`src/shared/irq_ctrl_pkg.sv`:
```
`default_nettype none
package irq_ctrl_pkg;
  // Register byte offsets on APB
  localparam logic [7:0] OFF_EDGE   = 8'h00;
  localparam logic [7:0] OFF_CTRL_A = 8'h04;
  localparam logic [7:0] OFF_CTRL_B = 8'h08;
  localparam logic [7:0] OFF_STAT   = 8'h0C;
  localparam logic [7:0] OFF_MASK   = 8'h10;
  localparam logic [7:0] OFF_VEC    = 8'h14;
  // Field positions
  localparam int PIN_A_SEL_LO = 0;
  localparam int PIN_B_SEL_LO = 2;
  localparam int GIE_BIT      = 0;
  localparam int PIN_A_EN_BIT = 1;
  localparam int PIN_B_EN_BIT = 2;
  localparam int ADC_EN_BIT   = 3;
  localparam int PIN_A_F_BIT  = 4;
  localparam int PIN_B_F_BIT  = 5;
  localparam int ADC_F_BIT    = 6;
  localparam int SER_F_BIT    = 7;
  localparam int SER_EN_BIT   = 3;
  localparam int GRP_F_LO     = 4;
  localparam int GRP_EN_LO    = 0;
  // Writable masks and reset values
  localparam logic [7:0] EDGE_WMASK  = 8'h0F;
  localparam logic [7:0] CTRL_A_MASK = 8'h7F;
  localparam logic [7:0] REG_RESET   = 8'h00;
  localparam logic [5:0] EVT_RESET   = 6'h00;
  // Edge select codes
  localparam logic [1:0] EDGE_OFF  = 2'h0;
  localparam logic [1:0] EDGE_RISE = 2'h1;
  localparam logic [1:0] EDGE_FALL = 2'h2;
  localparam logic [1:0] EDGE_BOTH = 2'h3;
  // Vector codes, fixed priority, highest first
  localparam logic [2:0] VEC_NONE  = 3'h0;
  localparam logic [2:0] VEC_PIN_A = 3'h1;
  localparam logic [2:0] VEC_PIN_B = 3'h2;
  localparam logic [2:0] VEC_ADC   = 3'h3;
  localparam logic [2:0] VEC_GRP0  = 3'h4;
  localparam logic [2:0] VEC_GRP1  = 3'h5;
  localparam logic [2:0] VEC_GRP2  = 3'h6;
  localparam logic [2:0] VEC_SER   = 3'h7;
  localparam int NUM_GRP = 3;
  localparam int GRP_SRC = 4;

  // Peripheral event inputs
  typedef struct packed {
    logic                       adc;
    logic                       serial;
    logic [NUM_GRP*GRP_SRC-1:0] grp_member;
  } src_evt_s;

  // Request offered to the processor core
  typedef struct packed {
    logic       valid;
    logic [2:0] vector;
  } core_req_s;

  // All state of the block
  typedef struct packed {
    logic [7:0]  edge_sel;
    logic [7:0]  ctrl_a;
    logic [7:0]  ctrl_b;
    logic [2:0]  pin_a_sync;
    logic [2:0]  pin_b_sync;
    logic [5:0]  evt_stat;
    logic [5:0]  evt_mask;
    logic [31:0] prdata;
    core_req_s   req;
  } state_s;
endpackage : irq_ctrl_pkg
`default_nettype wire

```
`src/core/interrupt_request_control.sv`:
```
// The register offsets and the APB slave port were left to the implementer.
`timescale 1ns/1ns
`default_nettype none
module interrupt_request_control
  import irq_ctrl_pkg::*;
(
  // Clock and reset
  input  wire  logic                  clk,
  input  wire  logic                  resetn,
  // APB slave
  input  wire  logic                  psel,
  input  wire  logic                  penable,
  input  wire  logic                  pwrite,
  input  wire  logic [7:0]            paddr,
  input  wire  logic [31:0]           pwdata,
  output logic                        pready,
  output logic                        pslverr,
  output logic [31:0]                 prdata,
  // External interrupt pins
  input  wire  logic                  ext_irq_pin_a,
  input  wire  logic                  ext_irq_pin_b,
  // Internal event pulses
  input  wire  irq_ctrl_pkg::src_evt_s src_evt,
  input  wire  logic [NUM_GRP*GRP_SRC-1:0] grp_member_en,
  // Core side
  output irq_ctrl_pkg::core_req_s     core_req,
  input  wire  logic                  core_ack,
  output logic                        irq
);
  import irq_ctrl_pkg::*;

  // Source slots in priority order, highest first
  localparam int SRC_PIN_A = 0;
  localparam int SRC_PIN_B = 1;
  localparam int SRC_ADC   = 2;
  localparam int SRC_GRP0  = 3;
  localparam int SRC_GRP1  = 4;
  localparam int SRC_GRP2  = 5;
  localparam int SRC_SER   = 6;
  localparam int NUM_SRC   = 7;
  // Width of one edge select field
  localparam int SEL_W     = 2;

  // Sticky status bit positions
  localparam int STAT_PIN_A = 0;
  localparam int STAT_PIN_B = 1;
  localparam int STAT_ADC   = 2;
  localparam int STAT_SER   = 3;
  localparam int STAT_GRP0  = 4;
  localparam int STAT_GRP12 = 5;

  state_s cur_ff;
  state_s nxt_ff;

  logic       wr_en;
  logic       rd_en;
  logic [5:0] evt_now;
  logic       pin_a_hit;
  logic       pin_b_hit;
  logic [NUM_GRP-1:0] grp_hit;

  // Named views of the edge and first control fields
  logic [SEL_W-1:0]   pin_a_edge_sel;
  logic [SEL_W-1:0]   pin_b_edge_sel;
  logic               global_irq_enable;
  logic               pin_a_irq_enable;
  logic               pin_b_irq_enable;
  logic               adc_irq_enable;
  logic               pin_a_req_flag;
  logic               pin_b_req_flag;
  logic               adc_req_flag;

  // Named views of the second control fields
  logic               group0_irq_enable;
  logic               group1_irq_enable;
  logic               group2_irq_enable;
  logic               serial_module_irq_enable;
  logic               group0_req_flag;
  logic               group1_req_flag;
  logic               group2_req_flag;
  logic               serial_module_req_flag;

  // Pending sources, chosen request, set and clear masks
  logic [NUM_SRC-1:0] src_pend;
  core_req_s          pick;
  logic [7:0]         set_a;
  logic [7:0]         set_b;
  logic [7:0]         clr_a;
  logic [7:0]         clr_b;

  // Register address check, used for reads and writes
  function automatic logic addr_mapped(input logic [7:0] a);
    addr_mapped = (a == OFF_EDGE) || (a == OFF_CTRL_A) || (a == OFF_CTRL_B) ||
                  (a == OFF_STAT) || (a == OFF_MASK) || (a == OFF_VEC);
  endfunction : addr_mapped

  // Edge detector on synchronised pin
  function automatic logic edge_hit(input logic [1:0] sel, input logic [2:0] s);
    logic rise;
    logic fall;
    rise = s[1] & ~s[2];
    fall = ~s[1] & s[2];
    case (sel)
      EDGE_RISE: edge_hit = rise;
      EDGE_FALL: edge_hit = fall;
      EDGE_BOTH: edge_hit = rise | fall;
      default:   edge_hit = 1'b0;
    endcase
  endfunction : edge_hit

  // Vector code of one source slot
  function automatic logic [2:0] vec_of(input int k);
    case (k)
      SRC_PIN_A: vec_of = VEC_PIN_A;
      SRC_PIN_B: vec_of = VEC_PIN_B;
      SRC_ADC:   vec_of = VEC_ADC;
      SRC_GRP0:  vec_of = VEC_GRP0;
      SRC_GRP1:  vec_of = VEC_GRP1;
      SRC_GRP2:  vec_of = VEC_GRP2;
      SRC_SER:   vec_of = VEC_SER;
      default:   vec_of = VEC_NONE;
    endcase
  endfunction : vec_of

  // Fixed priority, scanned from the bottom so the lowest slot wins
  function automatic core_req_s pick_vector(input logic [NUM_SRC-1:0] pend);
    pick_vector.valid  = 1'b0;
    pick_vector.vector = VEC_NONE;
    for (int k = NUM_SRC - 1; k >= 0; k--) begin
      if (pend[k]) begin
        pick_vector.valid  = 1'b1;
        pick_vector.vector = vec_of(k);
      end
    end
  endfunction : pick_vector

  // First control flags that an acknowledge clears
  function automatic logic [7:0] ack_clear_a(input logic [2:0] vec);
    ack_clear_a = REG_RESET;
    case (vec)
      VEC_PIN_A: ack_clear_a[PIN_A_F_BIT] = 1'b1;
      VEC_PIN_B: ack_clear_a[PIN_B_F_BIT] = 1'b1;
      VEC_ADC:   ack_clear_a[ADC_F_BIT]   = 1'b1;
      VEC_GRP0:  ack_clear_a = REG_RESET;
      VEC_GRP1:  ack_clear_a = REG_RESET;
      VEC_GRP2:  ack_clear_a = REG_RESET;
      VEC_SER:   ack_clear_a = REG_RESET;
      default:   ack_clear_a = REG_RESET;
    endcase
  endfunction : ack_clear_a

  // Second control flags that an acknowledge clears, groups never
  function automatic logic [7:0] ack_clear_b(input logic [2:0] vec);
    ack_clear_b = REG_RESET;
    case (vec)
      VEC_SER:   ack_clear_b[SER_F_BIT] = 1'b1;
      VEC_GRP0:  ack_clear_b = REG_RESET;
      VEC_GRP1:  ack_clear_b = REG_RESET;
      VEC_GRP2:  ack_clear_b = REG_RESET;
      VEC_PIN_A: ack_clear_b = REG_RESET;
      VEC_PIN_B: ack_clear_b = REG_RESET;
      VEC_ADC:   ack_clear_b = REG_RESET;
      default:   ack_clear_b = REG_RESET;
    endcase
  endfunction : ack_clear_b

  // Hardware set mask of the first control register
  function automatic logic [7:0] flag_set_a(input logic pa, input logic pb, input logic ad);
    flag_set_a = REG_RESET;
    flag_set_a[PIN_A_F_BIT] = pa;
    flag_set_a[PIN_B_F_BIT] = pb;
    flag_set_a[ADC_F_BIT]   = ad;
  endfunction : flag_set_a

  // Hardware set mask of the second control register
  function automatic logic [7:0] flag_set_b(input logic sr, input logic [NUM_GRP-1:0] gh);
    flag_set_b = REG_RESET;
    flag_set_b[SER_F_BIT] = sr;
    for (int i = 0; i < NUM_GRP; i++) begin
      flag_set_b[GRP_F_LO + i] = gh[i];
    end
  endfunction : flag_set_b

  // Bus strobes, zero wait state
  assign wr_en   = psel & penable & pwrite;
  assign rd_en   = psel & ~penable & ~pwrite;
  assign pready  = 1'b1;
  assign pslverr = psel & penable & ~addr_mapped(paddr);

  // Pin edge detection, when sync stage 2 differs from stage 3
  assign pin_a_hit = edge_hit(cur_ff.edge_sel[PIN_A_SEL_LO +: 2], cur_ff.pin_a_sync);
  assign pin_b_hit = edge_hit(cur_ff.edge_sel[PIN_B_SEL_LO +: 2], cur_ff.pin_b_sync);

  // Group flags raised by any enabled member event
  genvar g;
  generate
    for (g = 0; g < NUM_GRP; g++) begin : g_grp
      assign grp_hit[g] = |(src_evt.grp_member[g*GRP_SRC +: GRP_SRC] &
                            grp_member_en[g*GRP_SRC +: GRP_SRC]);
    end
  endgenerate

  // Field views of the edge and first control registers
  assign pin_a_edge_sel           = cur_ff.edge_sel[PIN_A_SEL_LO +: SEL_W];
  assign pin_b_edge_sel           = cur_ff.edge_sel[PIN_B_SEL_LO +: SEL_W];
  assign global_irq_enable        = cur_ff.ctrl_a[GIE_BIT];
  assign pin_a_irq_enable         = cur_ff.ctrl_a[PIN_A_EN_BIT];
  assign pin_b_irq_enable         = cur_ff.ctrl_a[PIN_B_EN_BIT];
  assign adc_irq_enable           = cur_ff.ctrl_a[ADC_EN_BIT];
  assign pin_a_req_flag           = cur_ff.ctrl_a[PIN_A_F_BIT];
  assign pin_b_req_flag           = cur_ff.ctrl_a[PIN_B_F_BIT];
  assign adc_req_flag             = cur_ff.ctrl_a[ADC_F_BIT];

  // Field views of the second control register
  assign group0_irq_enable        = cur_ff.ctrl_b[GRP_EN_LO];
  assign group1_irq_enable        = cur_ff.ctrl_b[GRP_EN_LO + 1];
  assign group2_irq_enable        = cur_ff.ctrl_b[GRP_EN_LO + 2];
  assign serial_module_irq_enable = cur_ff.ctrl_b[SER_EN_BIT];
  assign group0_req_flag          = cur_ff.ctrl_b[GRP_F_LO];
  assign group1_req_flag          = cur_ff.ctrl_b[GRP_F_LO + 1];
  assign group2_req_flag          = cur_ff.ctrl_b[GRP_F_LO + 2];
  assign serial_module_req_flag   = cur_ff.ctrl_b[SER_F_BIT];

  // Pending sources: flag, own enable and global enable
  assign src_pend[SRC_PIN_A] = global_irq_enable & pin_a_req_flag & pin_a_irq_enable;
  assign src_pend[SRC_PIN_B] = global_irq_enable & pin_b_req_flag & pin_b_irq_enable;
  assign src_pend[SRC_ADC]   = global_irq_enable & adc_req_flag & adc_irq_enable;
  assign src_pend[SRC_GRP0]  = global_irq_enable & group0_req_flag & group0_irq_enable;
  assign src_pend[SRC_GRP1]  = global_irq_enable & group1_req_flag & group1_irq_enable;
  assign src_pend[SRC_GRP2]  = global_irq_enable & group2_req_flag & group2_irq_enable;
  assign src_pend[SRC_SER]   = global_irq_enable & serial_module_req_flag &
                               serial_module_irq_enable;

  // Highest pending source becomes the next request
  assign pick = pick_vector(src_pend);

  // Flag sets from pins and peripheral events
  assign set_a = flag_set_a(pin_a_hit, pin_b_hit, src_evt.adc);
  assign set_b = flag_set_b(src_evt.serial, grp_hit);

  // Flags cleared when the core takes the standing request
  assign clr_a = (core_ack && cur_ff.req.valid) ? ack_clear_a(cur_ff.req.vector) : REG_RESET;
  assign clr_b = (core_ack && cur_ff.req.valid) ? ack_clear_b(cur_ff.req.vector) : REG_RESET;

  // Sticky status events, groups one and two share a bit
  assign evt_now[STAT_PIN_A] = pin_a_hit;
  assign evt_now[STAT_PIN_B] = pin_b_hit;
  assign evt_now[STAT_ADC]   = src_evt.adc;
  assign evt_now[STAT_SER]   = src_evt.serial;
  assign evt_now[STAT_GRP0]  = grp_hit[0];
  assign evt_now[STAT_GRP12] = grp_hit[1] | grp_hit[2];

  // Next-state logic
  always_comb begin
    nxt_ff = cur_ff;
    nxt_ff.pin_a_sync = {cur_ff.pin_a_sync[1:0], ext_irq_pin_a};
    nxt_ff.pin_b_sync = {cur_ff.pin_b_sync[1:0], ext_irq_pin_b};
    // Software writes, unimplemented bits dropped
    if (wr_en) begin
      case (paddr)
        OFF_EDGE:   nxt_ff.edge_sel = pwdata[7:0] & EDGE_WMASK;
        OFF_CTRL_A: nxt_ff.ctrl_a   = pwdata[7:0] & CTRL_A_MASK;
        OFF_CTRL_B: nxt_ff.ctrl_b   = pwdata[7:0];
        OFF_STAT:   nxt_ff.evt_stat = cur_ff.evt_stat & ~pwdata[5:0];
        OFF_MASK:   nxt_ff.evt_mask = pwdata[5:0];
        default:    nxt_ff.evt_stat = cur_ff.evt_stat;
      endcase
    end
    // Core acknowledge clears dedicated-vector flags only
    nxt_ff.ctrl_a = nxt_ff.ctrl_a & ~clr_a;
    nxt_ff.ctrl_b = nxt_ff.ctrl_b & ~clr_b;
    // Hardware sets last, so a set wins over any clear
    nxt_ff.ctrl_a = nxt_ff.ctrl_a | set_a;
    nxt_ff.ctrl_b = nxt_ff.ctrl_b | set_b;
    nxt_ff.evt_stat = nxt_ff.evt_stat | evt_now;
    // Forwarded request, one cycle after flag and enables
    nxt_ff.req = pick;
    // Read data captured in setup phase
    nxt_ff.prdata = 32'h0000_0000;
    if (rd_en) begin
      case (paddr)
        OFF_EDGE:   nxt_ff.prdata = {24'h00_0000, cur_ff.edge_sel};
        OFF_CTRL_A: nxt_ff.prdata = {24'h00_0000, cur_ff.ctrl_a};
        OFF_CTRL_B: nxt_ff.prdata = {24'h00_0000, cur_ff.ctrl_b};
        OFF_STAT:   nxt_ff.prdata = {26'h000_0000, cur_ff.evt_stat};
        OFF_MASK:   nxt_ff.prdata = {26'h000_0000, cur_ff.evt_mask};
        OFF_VEC:    nxt_ff.prdata = {28'h000_0000, cur_ff.req.valid, cur_ff.req.vector};
        default:    nxt_ff.prdata = 32'h0000_0000;
      endcase
    end else begin
      nxt_ff.prdata = cur_ff.prdata;
    end
  end

  // State register, all zero at reset
  always_ff @(posedge clk or negedge resetn) begin
    if (!resetn) begin
      cur_ff <= '0;
    end else begin
      cur_ff <= nxt_ff;
    end
  end

  // Outputs
  assign prdata   = cur_ff.prdata;
  assign core_req = cur_ff.req;
  assign irq      = |(cur_ff.evt_stat & cur_ff.evt_mask);
endmodule : interrupt_request_control
`default_nettype wire

```
`config.mk`:
```
export PLATFORM = sky130hd
export DESIGN_NAME = interrupt_request_control
export DESIGN_NICKNAME = d
export VERILOG_FILES = /design/src/shared/irq_ctrl_pkg.sv /design/src/core/interrupt_request_control.sv
export SDC_FILE = /design/constraint.sdc
export NUM_CORES = 1
export LEC_CHECK = 0
export ABC_AREA = 0
export BUFFER_PORTS_ARGS = -buffer_cell sky130_fd_sc_hd__buf_2
export CAP_MARGIN = 20
export CORE_UTILIZATION = 44
export DETAILED_ROUTE_END_ITERATION = 16
export PLACE_DENSITY_LB_ADDON = 0.15
export SYNTH_ARGS = -nofsm -noshare
export SYNTH_HDL_FRONTEND = slang
export SYNTH_SLANG_ARGS = --single-unit
```
`constraint.sdc`:
```
create_clock -name clk -period 1.2 [get_ports clk]
set_input_delay 0.06 -clock clk [delete_from_list [all_inputs] [get_ports clk]]
set_output_delay 0.06 -clock clk [all_outputs]
set_load 0.01 [all_outputs]
```
==> summary.md, run 1 <==
| Metric | Value |
|---|---|
| Outcome | `finished with violations` |
| Failing checks | `setup timing` |
| RSZ-0062 raised after global routing | `true` |
| Pwr Total | `3200 uW` |
| Via count | `around 2300` |
| Highest Clock Rate | `around 760 MHz` |
| Die X-Extent | `roughly 82 um` |
| CP startpoint kind | `input port` |
| Yosys cell types | `42` |
| Die ar. | `approximately 6800 sq um` |
| Largest net degree at the start of global routing | `50` |
| Max-Cap Viols | `0` |
| Fill cells | `547` |
| Leakage | `about 0.0018 uW` |
| Hold Crit Class | `input port to flop` |
| CTS tree | `done` |
| Worst Setup Slack, final | `-0.123 ns` |
| First-pass GRT wire length | `9.92 mm` |
| Layout cell share with drive strength beyond 1 | `between 40% and 50%` |
| Synth async-reset ratio | `100%` |
| IR drop worst, VDD | `between 0.4 and 0.5 mV` |
| Worst skew pair latency | `~0.3 ns` |
| Pre-CTS setup slack | `-0.529 ns` |
| # rows | `28` |
| Seq/Total Area, Yosys | `43.3%` |
| Top-count cell post-synth | `dfrtp_1` |
| GR Layer Usage met2 | `between 30% and 40%` |
| Area delta synth->final | `28.1%` |
| Met1 Resource Use GR | `between 20% and 30%` |
| Met3 Resource Use GR | `roughly 4.5%` |
| # clock sinks | `49` |
| Nets | `approximately 450` |
| Crit path DAT | `roughly 1.5 ns` |
| Yosys top cell area share | `43.3%` |
| Pre-Repair DR Iteration Count | `4` |
| Cell Area, Synth | `~2800 sq um` |
| Area contributors post-synth | `dfrtp_1, buf_4, mux2_2` |
| Total routed wirelength | `6.64 mm` |
| Mapped Cells | `278` |
| RD Place Congestion | `roughly 0.86` |
| Vias in the first global route | `around 2100` |
| Clock root buffer | `clkbuf_8` |
| CORE AREA | `between 6000 and 7000 sq um` |
| Tcrit/Tclk final | `110%` |
| Area leader, netlist | `dfrtp_1` |
| Synth Register Bits | `49` |
| Crit Path Class | `input port to flop` |
| Gr usage total | `around a fifth` |
| Die Ht | `approximately 80 um` |
| Final setup violation count | `24` |
| Synth Area per Inst | `10.2 sq um` |
| Slew Limit Fails | `0` |
| Placed cell count | `418` |
| Detail Route Antenna Nets | `0` |
| Final Hold Vio Count | `0` |
| Wire length per cell | `between 10 and 15 um` |
| N_diodes | `0` |
| Clock transition at path regs | `0.09 ns` |
| Initial antenna violation count | `0` |
| Busiest grt layer | `met2` |
| Starting Density | `between 40% and 50%` |
| Ys Warns | `0` |
| Power Density | `~880 nW/um^2` |
| DRC viols | `0` |
| Worst Path Required | `1.39 ns` |
| Fin cells | `444` |
| Worst Clk Skew | `0.00531 ns` |
| Initial DRC count | `slightly below 90` |
| CP Max Fanout | `8` |
| Global route total overflow | `0` |
| Fin util | `about three fifths` |
| PortBufs | `between 60 and 70` |
| Final HPWL DP | `4.90 mm` |
| Crit. End Element | `flop` |
| Max Buffers Root-to-Sink | `2` |
| Ports | `between 100 and 150` |
| EDFF count, synth | `0` |
| Via density | `5.15` |
| Post-synth top flop | `dfrtp_1` |
| Final Critical Period | `between 1 and 1.5 ns` |
| CTS HTree Levels | `2` |
| Num CTS Buffers | `5` |
| Commonest cells post-synth | `dfrtp_1, buf_4, nand2_1, mux2_2, mux2i_1` |
[sequential cells by signal, summed over array words and instances (netlist names)]
| register | cells |
|---|---|
| cur_ff | 35 |
| adc_irq_enable | 1 |
| adc_req_flag | 1 |
| core_req | 4 |
| prdata | 8 |
[final timing paths]
check	endpoint	cells after the start	start	slack [ns]
worst max-delay path	cur_ff[56]$_DFFE_PN0P_	4	paddr[5]	-0.12
worst min-delay path	cur_ff[60]$_DFF_PN0_	3	src_evt[11]	0.009
worst max register to register	cur_ff[66]$_DFF_PN0_	5	cur_ff[53]$_DFF_PN0_	-0.05
worst min register to register	cur_ff[49]$_DFF_PN0_	0	cur_ff[48]$_DFF_PN0_	0.35
max in group asynchronous	cur_ff[70]$_DFFE_PN0P_	3	resetn	0.69
min in group asynchronous	core_req[3]$_DFF_PN0_	3	resetn	0.28
[critical path: stages]
cell and delay (ns):
buf_6 0.09, or3_4 0.41, or4b_4 0.62, mux2_4 0.33
[kinds of logic (layout without fill, tap and decap cells)]
group / count (synthesis) / after routing / synth area share (%)
compound gates: 51 / 51 / 11.6
fa+ha+maj: 4 / 4 / 1.77
buf+inv: 52 / 120 / 12.2
flops: 49 / 49 / 43.3
mux: 37 / 37 / 14.5
other cells: 2 / 25 / 0.265
simple gates: 83 / 83 / 16.3
[layout make-up]
| cell class | count | area, sq um | area share [%] |
|---|---|---|---|
| clock buffer | 5 | 68.8 | 1.90 |
| inverter | 4 | 15.0 | 0.414 |
| timing repair buffer | 108 | 719 | 19.8 |
| sequential | 49 | 1230 | 33.8 |
| clock inverter | 3 | 21.3 | 0.586 |
| multi-input combinational | 200 | 1480 | 40.9 |
| tap | 75 | 93.8 | 2.59 |
[where the power goes]
| part | total (uW) | internal (uW) | switching (uW) |
|---|---|---|---|
| Sequential | 1740 | 1700 | 43.7 |
| Combinational | 474 | 232 | 242 |
| Clock | 990 | 415 | 576 |
[timing repair]
action | in CTS | in global routing
hold buffers | 8 | 0
endpoints found under the setup margin | 35 | 42
hold endpoints to repair | 57 | 0
buffers inserted | 5 | 6
pin swaps | 5 | 15
resized for setup | 23 | 22
[layout by cell type (no fill, tap or decap), types with 6 or more instances in the layout]
cell type	n
buf_2	60
dfrtp_1	49
buf_4	32
nand2_1	31
conb_1	25
mux2i_1	15
mux2_4	11
mux2_2	10
a22oi_1	9
nand3_1	9
o21ai_1	8
dlygate4sd3_1	8
buf_6	7
nand3b_1	6
[routing by layer]
metal | vias to the layer above | part of all wire, %
met3 | 6 | 6.0
met2 | 97 | 47
met4 | 0 | 0.96
li1 | 1105 | -
met5 | - | 0
met1 | 1078 | 46
[stage by stage]
stage               area (sq um)  hold WS, ns  TNS [ns]
global placement            3230       0.0670    -16.48
finish                      3630      0.00904     -1.68
global route                3630      0.00333     -2.48
CTS                         3520     0.000216     -1.82
floorplan                   2970       -0.236    -10.43
detailed placement          3230       0.0698    -16.59
No activity file was read; power rests on OpenSTA's default activity.
==> inputs of run 2 (changes only) <==
- SETUP_SLACK_MARGIN: default -> 0.3
==> run 2 against run 1 <==
  * Sequential cell count is the same
  * Critical path type unchanged
  * Combinational power grew 13%
  * Final cell count grew 1.6%
  * Fmax shrank 1.8%
  * Core utilization grew 4.9 points
  * Routed wire length grew 6.8%
  * Sequential power is essentially flat
  * Register-to-register slack is essentially flat
  * The flow still finishes with violations (setup timing)
  * Total power grew 9.1%
  * Highest routed layer unchanged
  * Non-clock buffer count grew 7
==> summary.md, run 2 (synthesis results as in run 1) <==
| Metric | Value |
|---|---|
| RD Place Congestion | `roughly 0.83` |
| CP Max Fanout | `8` |
| Pre-Repair DR Iteration Count | `4` |
| Min-Delay Path Depth | `3` |
| Slowest CP cell | `or4b_4` |
| Final Hold Vio Count | `0` |
| Tcrit/Tclk final | `112%` |
| Detail Route Antenna Nets | `0` |
| Internal Pwr Total | `between 2000 and 3000 uW` |
| CORE AREA | `a little over 6000 sq um` |
| N_diodes | `0` |
| Worst Clk Skew | `slightly above 0.004 ns` |
| Max-Cap Viols | `0` |
| Highest Clock Rate | `around 740 MHz` |
| Wire length per cell | `around 16 um` |
| PortBufs | `63` |
| CTS tree | `done` |
| Area delta synth->final | `38.5%` |
| Hold endpoint | `cur_ff[60]$_DFF_PN0_` |
| Slew Limit Fails | `0` |
| Die ar. | `6760 sq um` |
| Crit Path Class | `input port to flop` |
| CP peak stage delay | `0.51 ns` |
| Worst Setup Slack, final | `-0.147 ns` |
| Largest net degree at the start of global routing | `50` |
| DRC viols | `0` |
| Crit. End Element | `flop` |
| Layout cell share with drive strength beyond 1 | `47.1%` |
| Fill cells | `518` |
| TNS Setup | `-2.37 ns` |
| Final HPWL DP | `5.03 mm` |
| Reg2reg end | `prdata[0]$_DFFE_PN0P_` |
| Initial DRC count | `108` |
| Power Density | `slightly below 900 nW/um^2` |
| Largest register by flop count | `cur_ff` |
| Die Ht | `approximately 82 um` |
| Clock root buffer | `clkbuf_8` |
| Gr usage total | `between 20% and 30%` |
| Via density | `5.29` |
| # rows | `28` |
| CP startpoint kind | `input port` |
| Via count | `2384` |
| Starting Density | `a little under half` |
| Worst Path Required | `~1.4 ns` |
| Global route total overflow | `0` |
| Crit path max-delay family | `simple AND/OR/NAND/NOR gates` |
| Ports | `roughly 110` |
| Max Buffers Root-to-Sink | `2` |
| Clk pwr share | `between 30% and 40%` |
| Switching share of power | `around a quarter` |
| Max reg flops | `35` |
| Commonest non-fill, non-tap cell in the layout | `buf_2` |
| CTS HTree Levels | `2` |
| Vias in the first global route | `between 2000 and 2500` |
| RSZ-0062 raised after global routing | `true` |
| Register-to-register setup slack | `-0.06 ns` |
| Pre-CTS setup slack | `-0.531 ns` |
| Worst path bufs/invs | `2` |
| Fin util | `between 60% and 70%` |
| Crit path DAT | `1.54 ns` |
| Combinational cell fraction of total power | `between 10% and 20%` |
| Clock transition at path regs | `about 0.090 ns` |
| Initial antenna violation count | `0` |
| Final Critical Period | `between 1 and 1.5 ns` |
| Net Sw Power | `around 900 uW` |
| CP cell instances | `buf_6, or3_4, or4b_4, buf_12, mux2_4` |
| Worst reg2reg path depth | `5` |
| Num CTS Buffers | `5` |
| Seq pwr share | `approximately 50%` |
| IR drop worst, VDD | `0.815 mV` |
| R2r startpoint | `cur_ff[42]$_DFF_PN0_` |
| Multi-input logic area | `around 1600 sq um` |
| First-pass GRT wire length | `between 10 and 15 mm` |
| Worst skew pair latency | `0.30 ns` |
| Final setup violation count | `26` |
| Die X-Extent | `roughly 82 um` |
| Total routed wirelength | `~7.1 mm` |
| Outcome | `finished with violations` |
| Nets | `between 400 and 500` |
| Failing checks | `setup timing` |
| Hold Path Origin | `pwdata[6]` |
| Hold Crit Class | `input port to flop` |
| # clock sinks | `between 40 and 50` |
| Leakage | `around 0.002 uW` |
| FF/Latch Area | `between 1000 and 1500 sq um` |
| Most frequent cells in the layout | `buf_2, dfrtp_1, nand2_1` |
[run 2: cell count changes in the layout (fill, tap and decap cells not counted), moves of 3 or more]
cell,previous run,this run
o21ai_0,5,1
buf_2,60,56
buf_6,7,23
o21ai_2,2,5
mux2_4,11,15
buf_4,32,24
mux2_2,10,6
[run 2: power groups by stage]
stage / sequential, uW / combinational [uW] / clock (uW)
detailed placement: 1770 / 415 / 0
floorplan: 1760 / 264 / 0
CTS: 1740 / 498 / 1230
finish: 1740 / 537 / 1210
global placement: 1770 / 410 / 0
global route: 1750 / 595 / 1290
[run 2: area by class of cell]
cell class                      instances  area share, %
Clock inverter                          3           1.18
Clock buffer                            5           1.75
Multi-Input combinational cell        200           40.6
Tap cell                               75           2.39
Sequential cell                        49           31.3
Timing Repair Buffer                  115           22.4
Inverter                                4          0.383
[run 2: worst register-to-register path, delay by kind of cell, from the launching register on]
| family | cells | cell delay, ns |
|---|---|---|
| DFF | 1 | 0.41 |
| buffers and inverters | 1 | 0.14 |
| muxes | 1 | 0.16 |
| AOI/OAI and AO/OA | 2 | 0.37 |
| and+or+nand+nor | 1 | 0.08 |
[run 2: worst max-delay path by stage]
stage,slack (ns),to,startpoint,cells past startpoint
2_1_floorplan,-0.42,cur_ff[54]$_DFFE_PN0P_,paddr[5],5
3_3_place_gp,-0.53,cur_ff[54]$_DFFE_PN0P_,paddr[5],5
3_5_place_dp,-0.53,cur_ff[54]$_DFFE_PN0P_,paddr[5],5
4_1_cts,-0.12,cur_ff[56]$_DFFE_PN0P_,paddr[5],5
5_1_grt,-0.16,cur_ff[67]$_DFF_PN0_,cur_ff[49]$_DFF_PN0_,6
6_report,-0.15,cur_ff[57]$_DFFE_PN0P_,paddr[5],5
[run 2: layer usage]
layer  GRT usage [%]  wire (um)
met1            28.3       3130
met2            37.9       3380
met3            3.74        354
met4            9.12        221
met5               0          0
[run 2: stage by stage]
stage | hold slack (ns) | cells | total power (uW) | cell area [sq um]
detailed placement | 0.0677 | 421 | 2190 | 3280
CTS | 0.00912 | 443 | 3470 | 3760
floorplan | -0.236 | 301 | 2020 | 2980
finish | 0.00380 | 451 | 3500 | 3920
global route | 0.00868 | 451 | 3640 | 3920
global placement | 0.0688 | 421 | 2180 | 3280
[run 2: what timing repair did]
item / in CTS / in global routing
endpoints found under the hold margin: 57 / 0
buffers inserted: 7 / 8
endpoints found under the setup margin: 49 / 57
resized for setup: 61 / 26
hold buffers: 7 / 0
pin swaps: 26 / 20
